## src/include/mba_params.svh

```systemverilog
/*
 Constants for the memory bus arbiter and peripheral bridge.
 Assumes inclusion by bare name from the core and checker files only.
*/
// What this block does
// - Priority: dwrite, pwrite, dread, pread, fetch
// - Program read: 22-bit address, 16-bit data
// - Data paths: 32-bit address and data
// - Fetch, read, write together on different targets
// - Bridge folds buses onto 16-bit-address peripheral bus
// - Legacy peripheral flavour: 16-bit accesses only
// - Other flavour: 16- and 32-bit accesses
// - Protected region: write stays before later read
`ifndef MBA_PARAMS_SVH
`define MBA_PARAMS_SVH
`define MBA_PADDR_W 22
`define MBA_DADDR_W 32
`define MBA_DATA_W 32
`define MBA_PERI_AW 16
`define MBA_N_SRC 5
`define MBA_SRC_DWR 0
`define MBA_SRC_PWR 1
`define MBA_SRC_DRD 2
`define MBA_SRC_PRD 3
`define MBA_SRC_FET 4
`endif

```

## src/include/mba_pkg.sv

```systemverilog
/*
 Types for the memory bus arbiter.
 Assumes nothing beyond a SystemVerilog compiler.
*/
package mba_pkg;
	typedef enum logic [1:0] {
		MBA_IDLE = 2'b00,
		MBA_WAIT = 2'b01
	} mba_state_t;
endpackage : mba_pkg

```

## src/core/mba_arbiter.sv

```systemverilog
/*
 Memory bus arbiter and peripheral bridge for a Harvard core with
 five access sources onto one target. Several instances, one per
 target, let accesses to different targets proceed in the same cycle.
 Assumes the core holds a request steady until its grant.
*/
`timescale 1ns/1ps
`include "mba_params.svh"
module mba_arbiter #(
	parameter int PERI_WIDE = 1
) (
	input wire logic clk_sys_i,
	input wire logic reset_i,
	// Source requests, index order as in the params header
	input wire logic [`MBA_N_SRC-1:0] req_i,
	input wire logic [`MBA_DADDR_W-1:0] dwr_addr_i,
	input wire logic [`MBA_DATA_W-1:0] dwr_data_i,
	input wire logic dwr_wide_i,
	input wire logic [`MBA_PADDR_W-1:0] pwr_addr_i,
	input wire logic [`MBA_DATA_W-1:0] pwr_data_i,
	input wire logic [`MBA_DADDR_W-1:0] drd_addr_i,
	input wire logic drd_wide_i,
	input wire logic [`MBA_PADDR_W-1:0] prd_addr_i,
	input wire logic [`MBA_PADDR_W-1:0] fet_addr_i,
	input wire logic protect_i,
	output logic [`MBA_N_SRC-1:0] grant_o,
	output logic [`MBA_N_SRC-1:0] stall_o,
	output logic [`MBA_DATA_W-1:0] rd_data_o,
	output logic rd_valid_o,
	// Peripheral side
	output logic peri_en_o,
	output logic peri_we_o,
	output logic peri_wide_o,
	output logic [`MBA_PERI_AW-1:0] peri_addr_o,
	output logic [`MBA_DATA_W-1:0] peri_wdata_o,
	input wire logic [`MBA_DATA_W-1:0] peri_rdata_i,
	input wire logic peri_ready_i
);
	// Only 0 (16-bit only) and 1 (16- and 32-bit) name a bus flavour
	if (PERI_WIDE != 0 && PERI_WIDE != 1) begin : g_bad_flavour
		$error("PERI_WIDE must be 0 or 1");
	end

	// Winner of this cycle, one-hot or zero
	logic [`MBA_N_SRC-1:0] pick;
	// Some higher-priority source is asking
	logic [`MBA_N_SRC-1:0] ahead;
	// The winner is a read that must let a finished write settle first
	logic hold_off;
	// An access starts on the coming edge
	logic start;
	// The current access completes in this cycle
	logic done;

	// Sequencing state
	mba_pkg::mba_state_t st_r, st_nxt;
	logic [`MBA_N_SRC-1:0] grant_r, grant_nxt;
	logic busy_r, busy_nxt;
	logic wr_pend_r, wr_pend_nxt;

	// Access launched on the peripheral side
	logic we_r, we_nxt;
	logic wide_r, wide_nxt;
	logic [`MBA_PERI_AW-1:0] addr_r, addr_nxt;
	logic [`MBA_DATA_W-1:0] wdata_r, wdata_nxt;

	// Read return
	logic [`MBA_DATA_W-1:0] rdata_r, rdata_nxt;
	logic rvalid_r, rvalid_nxt;

	// Fixed priority: lowest index wins
	assign ahead[0] = 1'b0;
	for (genvar g = 1; g < `MBA_N_SRC; g++) begin : g_ahead
		assign ahead[g] = ahead[g-1] | req_i[g-1];
	end
	for (genvar g = 0; g < `MBA_N_SRC; g++) begin : g_pick
		assign pick[g] = req_i[g] & ~ahead[g];
	end

	// A protected read waits one slot behind a finished write
	// The cost is one idle cycle, paid only inside protected regions.
	assign hold_off = protect_i && wr_pend_r &&
		(pick[`MBA_SRC_DRD] || pick[`MBA_SRC_PRD]);
	assign start = (st_r == mba_pkg::MBA_IDLE) && (pick != '0) && !hold_off;
	assign done = (st_r == mba_pkg::MBA_WAIT) && peri_ready_i;

	// Sequencing: one access per target at a time
	always_comb begin
		st_nxt = st_r;
		grant_nxt = grant_r;
		busy_nxt = busy_r;
		wr_pend_nxt = wr_pend_r;
		case (st_r)
			mba_pkg::MBA_IDLE: begin
				// The pending mark covers exactly one idle slot
				wr_pend_nxt = 1'b0;
				grant_nxt = '0;
				if (start) begin
					st_nxt = mba_pkg::MBA_WAIT;
					busy_nxt = 1'b1;
					grant_nxt = pick;
				end
			end
			mba_pkg::MBA_WAIT: begin
				if (done) begin
					st_nxt = mba_pkg::MBA_IDLE;
					busy_nxt = 1'b0;
					grant_nxt = '0;
					// Remember a finished write for the protected-read check
					wr_pend_nxt = we_r;
				end
			end
			default: begin
				st_nxt = mba_pkg::MBA_IDLE;
				busy_nxt = 1'b0;
				grant_nxt = '0;
				wr_pend_nxt = 1'b0;
			end
		endcase
	end

	always_ff @(posedge clk_sys_i or posedge reset_i) begin
		if (reset_i) begin
			st_r <= mba_pkg::MBA_IDLE;
			grant_r <= '0;
			busy_r <= 1'b0;
			wr_pend_r <= 1'b0;
		end else begin
			st_r <= st_nxt;
			grant_r <= grant_nxt;
			busy_r <= busy_nxt;
			wr_pend_r <= wr_pend_nxt;
		end
	end

	// Access fields are captured once and stand until the target is ready
	always_comb begin
		we_nxt = we_r;
		wide_nxt = wide_r;
		addr_nxt = addr_r;
		wdata_nxt = wdata_r;
		if (start) begin
			// Only one write source can be live at once
			we_nxt = pick[`MBA_SRC_DWR] | pick[`MBA_SRC_PWR];
			// Legacy flavour forces 16-bit accesses
			wide_nxt = (PERI_WIDE != 0) &&
				((pick[`MBA_SRC_DWR] && dwr_wide_i) ||
				(pick[`MBA_SRC_DRD] && drd_wide_i));
			// Bridge keeps the low address bits
			case (1'b1)
				pick[`MBA_SRC_DWR]: addr_nxt = dwr_addr_i[`MBA_PERI_AW-1:0];
				pick[`MBA_SRC_PWR]: addr_nxt = pwr_addr_i[`MBA_PERI_AW-1:0];
				pick[`MBA_SRC_DRD]: addr_nxt = drd_addr_i[`MBA_PERI_AW-1:0];
				pick[`MBA_SRC_PRD]: addr_nxt = prd_addr_i[`MBA_PERI_AW-1:0];
				default: addr_nxt = fet_addr_i[`MBA_PERI_AW-1:0];
			endcase
			wdata_nxt = pick[`MBA_SRC_DWR] ? dwr_data_i : pwr_data_i;
		end
	end

	always_ff @(posedge clk_sys_i or posedge reset_i) begin
		if (reset_i) begin
			we_r <= 1'b0;
			wide_r <= 1'b0;
			addr_r <= '0;
			wdata_r <= '0;
		end else begin
			we_r <= we_nxt;
			wide_r <= wide_nxt;
			addr_r <= addr_nxt;
			wdata_r <= wdata_nxt;
		end
	end

	// Read data is kept until the next read completes
	always_comb begin
		rdata_nxt = rdata_r;
		rvalid_nxt = 1'b0;
		if (done && !we_r) begin
			rvalid_nxt = 1'b1;
			// Narrow access returns the low half, upper half zero
			rdata_nxt = wide_r ? peri_rdata_i :
				{16'h0000, peri_rdata_i[15:0]};
		end
	end

	always_ff @(posedge clk_sys_i or posedge reset_i) begin
		if (reset_i) begin
			rdata_r <= '0;
			rvalid_r <= 1'b0;
		end else begin
			rdata_r <= rdata_nxt;
			rvalid_r <= rvalid_nxt;
		end
	end

	// Completion pulses the grant; losers keep stalling
	// Other targets have their own instance, so they run in the same cycle.
	assign grant_o = done ? grant_r : '0;
	assign stall_o = req_i & ~grant_o;
	assign peri_en_o = busy_r;
	assign peri_we_o = we_r;
	assign peri_wide_o = wide_r;
	assign peri_addr_o = addr_r;
	assign peri_wdata_o = wdata_r;
	assign rd_data_o = rdata_r;
	assign rd_valid_o = rvalid_r;
endmodule : mba_arbiter

```

## config.mk

```make
export PLATFORM = sky130hd
export DESIGN_NAME = mba_arbiter
export DESIGN_NICKNAME = d
export VERILOG_FILES = /design/src/include/mba_pkg.sv /design/src/core/mba_arbiter.sv
export VERILOG_INCLUDE_DIRS = /design/src /design/src/include
export SDC_FILE = /design/constraint.sdc
export NUM_CORES = 1
export LEC_CHECK = 0
export BUFFER_PORTS_ARGS = -buffer_cell sky130_fd_sc_hd__clkbuf_2
export CAP_MARGIN = 20
export CORE_AREA = 2 2 130 132
export CTS_BUF_LIST = sky130_fd_sc_hd__clkbuf_8
export CTS_CLUSTER_SIZE = 40
export DETAILED_ROUTE_END_ITERATION = 7
export DIE_AREA = 0 0 132 134
export PLACE_DENSITY = 0.68
export SETUP_SLACK_MARGIN = 0.1
export SYNTH_ARGS = -nofsm -noshare
export SYNTH_HDL_FRONTEND = slang
export SYNTH_SLANG_ARGS = --single-unit
```

## constraint.sdc

```tcl
create_clock -name clk_sys_i -period 4.9 [get_ports clk_sys_i]
set_clock_uncertainty 0.15 [all_clocks]
set_input_delay 0.735 -clock clk_sys_i [delete_from_list [all_inputs] [get_ports clk_sys_i]]
set_output_delay 0.735 -clock clk_sys_i [all_outputs]
set_load 0.05 [all_outputs]
```

==> flow_summary.yaml <==
setup_path:
  crit_required_ns: 4.01
  cp.arrival_ns: 1.80
  rrSetupSlack_ns: 2.64
  cp_cell_sequence: "clkbuf_2 > nor2b_1 > clkbuf_2"
  cp_max_fo: 22
  crit_type: "in -> out"
  cp_common_cell: "clkbuf_2"
  crit_slowest_cell: "clkbuf_2"
  reg2reg_depth: 5
  endpoint_kind: "primary output"
  r2r_end: "rd_data_o[6]$_DFFE_PP0P_"
  r2r-start: "peri_en_o$_DFFE_PP0P_"
  max_stage_delay_ns: 0.54
  startpoint_type: "input port"
die:
  ioPinCount: 331
  std_cell_rows: 47
  die_x_um: 132
  coreArea_sq_um: 16300
  floorplan.initialDensity: 0.274
  die_height_um: 134
  die-area_sq_um: 17700
logic_synthesis:
  syn_nets: 637
  synth_ff_type: "dfrtp_1"
  mappedNetlistArea_sq_um: 4470
  synthTopCellsByArea: "dfrtp_1 50%, mux2_2 12%, mux2_1 11%, nand2_1 7.1%, mux2i_1 4.0%"
  synth_top_cell_by_area: "dfrtp_1"
  ys_warn_count: 0
  avgSynthCellArea_sq_um: 11.2
  syn_inst: 400
  yosysUniqueCellTypes: 27
  synth-seq-cells: 90
  synth_enable_flop_cells: 0
  synth_top_area_frac: 0.504
  async_flop_share: 1.00
  synth_seq_area_share: 0.504
status:
  outcome: "finished, final reports clean"
global_routing:
  grt-ovfl-total: 0
  grtUsageTotal: 0.156
  grt_antenna_before_repair: 0
  grt_max_degree: 53
  grt_pass1_wl_um: 21300
  grt_pass1_vias: 4097
route:
  drt_wl_total_um: 13800
  route.vias.total: 3971
  drcViolationCount: 0
  drt_pass1_iterations: 4
  via_per_inst: 4.46
  first_iter_violations: 123
  ant_nets: 0
  wl_per_cell_um: 15.5
placed_design:
  placed_area_sq_um: 6040
  detailed_place_hpwl_um: 10100
  gp_congestion: 0.739
  portBuffers: 280
clock_network:
  cts.sinks: 90
  post-cts-setup-buffers: 0
  htreeDepth: 3
  cts_tree: "built"
  clock-root-buffer: "clkbuf_8"
  clk_path_buf_depth: 2
  cts_made_buffers: 9
  cts-hold-fix-buffers: 0
  insertion_delay_ns: 0.36
  postCtsResizedCells: 0
  clk_pin_slew_ns: 0.08
sta:
  clock.fmax_ghz: 0.372
  max_slew_margin: 0.498
  rsz0062_at_grt: "no"
  worstMarginPinSlew_ns: 0.752
  setup_tns_ns: 0
  finalCriticalPeriod_ns: 2.68
  finalHoldViolCount: 0
  maxSlewViolCount: 0
  final-setup-viol-count: 0
  finalCritPeriodShare: 0.548
worst_hold_path:
  min_path_type: "in -> async"
power:
  finalPower_mw: 4.09
  power.density_nw_per_um2: 653
  power.leakage_nw: 3.26
  irDropWorstVdd_v: 0.000282
final_layout:
  multiInputGateArea_sq_um: 2060
  synthToLayoutAreaGrowth_pct: 40.1
  fin_util: 0.384
  nets: 904
  postLayoutCellArea_sq_um: 6260
  regArea_sq_um: 2250
  drive_gt1_frac: 0.523
  fillers: 1621
  antenna_cells: 0
job:
  max_cap_viol_count: 0
-- cells in the final DEF (no fill, tap or decap) --
cell	count
o22ai_1	3
clkinv_1	1
and3_1	5
clkinvlp_4	1
inv_1	3
nor2b_1	8
mux2_2	49
nand3b_1	1
a21oi_4	1
a221oi_1	4
o21ai_0	28
mux2i_1	18
nor2_1	9
inv_4	1
nand3_1	1
a22oi_1	12
or2_2	1
clkbuf_8	10
nand2_1	84
o32ai_1	4
buf_4	5
or2_1	1
mux2_1	45
clkinv_4	1
dfrtp_1	90
clkbuf_2	280
a32o_1	3
bufinv_16	2
-- metrics by stage --
stage,std cells,hold WS (ns),setup slack (ns)
floorplan,400,0.308,1.68
global placement,876,0.308,1.84
detailed placement,876,0.313,1.81
CTS,891,0.292,2.18
global route,891,0.341,2.12
finish,891,0.293,2.22
-- report_power, final --
part	internal, mW	total, mW	switching (mW)	leakage [nW]
logic	0.559	2.24	1.68	2.04
registers	1.08	1.28	0.203	1.11
clock network	0.298	0.568	0.270	0.110
total	1.93	4.09	2.15	3.26
-- synth_stat cells, types with 3 or more instances --
library cell,count
inv_1,3
a32o_1,3
a221oi_1,4
buf_2,6
mux2i_1,18
and3_1,5
clkbuf_1,13
o32ai_1,4
nand2_1,84
buf_4,5
o22ai_1,3
o21ai_0,28
nor2b_1,8
dfrtp_1,90
a22oi_1,12
mux2_1,45
nor2_1,9
mux2_2,49
-- cell families after synthesis --
kind of cell / count (synthesis) / share of synthesized area
compound gates: 55 / 0.0800
mux: 112 / 0.277
flops: 90 / 0.504
buf+inv: 33 / 0.0372
simple gates: 110 / 0.102
-- per-layer routing --
| metal | vias up | track usage | wire length, um |
|---|---|---|---|
| li1 | 1921 | - | - |
| met5 | - | 0 | 0 |
| met1 | 1875 | 0.180 | 5630 |
| met4 | 0 | 0.0694 | 292 |
| met2 | 160 | 0.275 | 6940 |
| met3 | 15 | 0.0370 | 940 |
-- area by class of cell --
class | instances | share of cell area
inverters | 4 | 0.00280
clock buffers | 10 | 0.0220
multi-input cells | 277 | 0.329
clock inverters | 5 | 0.0128
well taps | 220 | 0.0440
repair buffers | 285 | 0.230
flip-flops and latches | 90 | 0.360
-- state kept, by name (all words and copies together) (netlist names) --
name and count:
grant_r 5, peri_en_o 1, rd_data_o 32, peri_wide_o 1, peri_wdata_o 32, rd_valid_o 1, peri_we_o 1, wr_pend_r 1
peri_addr_o 16
-- how the worst max path moves through the flow --
stage | slack, ns | cells past startpoint | from | end
4_1_cts | 2.18 | 3 | req_i[2] | stall_o[2]
6_report | 2.22 | 3 | req_i[2] | stall_o[2]
3_3_place_gp | 1.84 | 6 | req_i[2] | peri_addr_o[12]$_DFFE_PP0P_
2_1_floorplan | 1.68 | 1 | reset_i | grant_r[0]$_DFFE_PP0P_
5_1_grt | 2.12 | 6 | req_i[2] | peri_addr_o[12]$_DFFE_PP0P_
3_5_place_dp | 1.81 | 6 | req_i[2] | peri_addr_o[12]$_DFFE_PP0P_
-- critical path: cells and delay by family --
kind / cells / cell delay [ns]
buffers and inverters: 2 / 0.85
AND/OR/NAND/NOR: 1 / 0.21
Power figures use the tool's default switching activity.
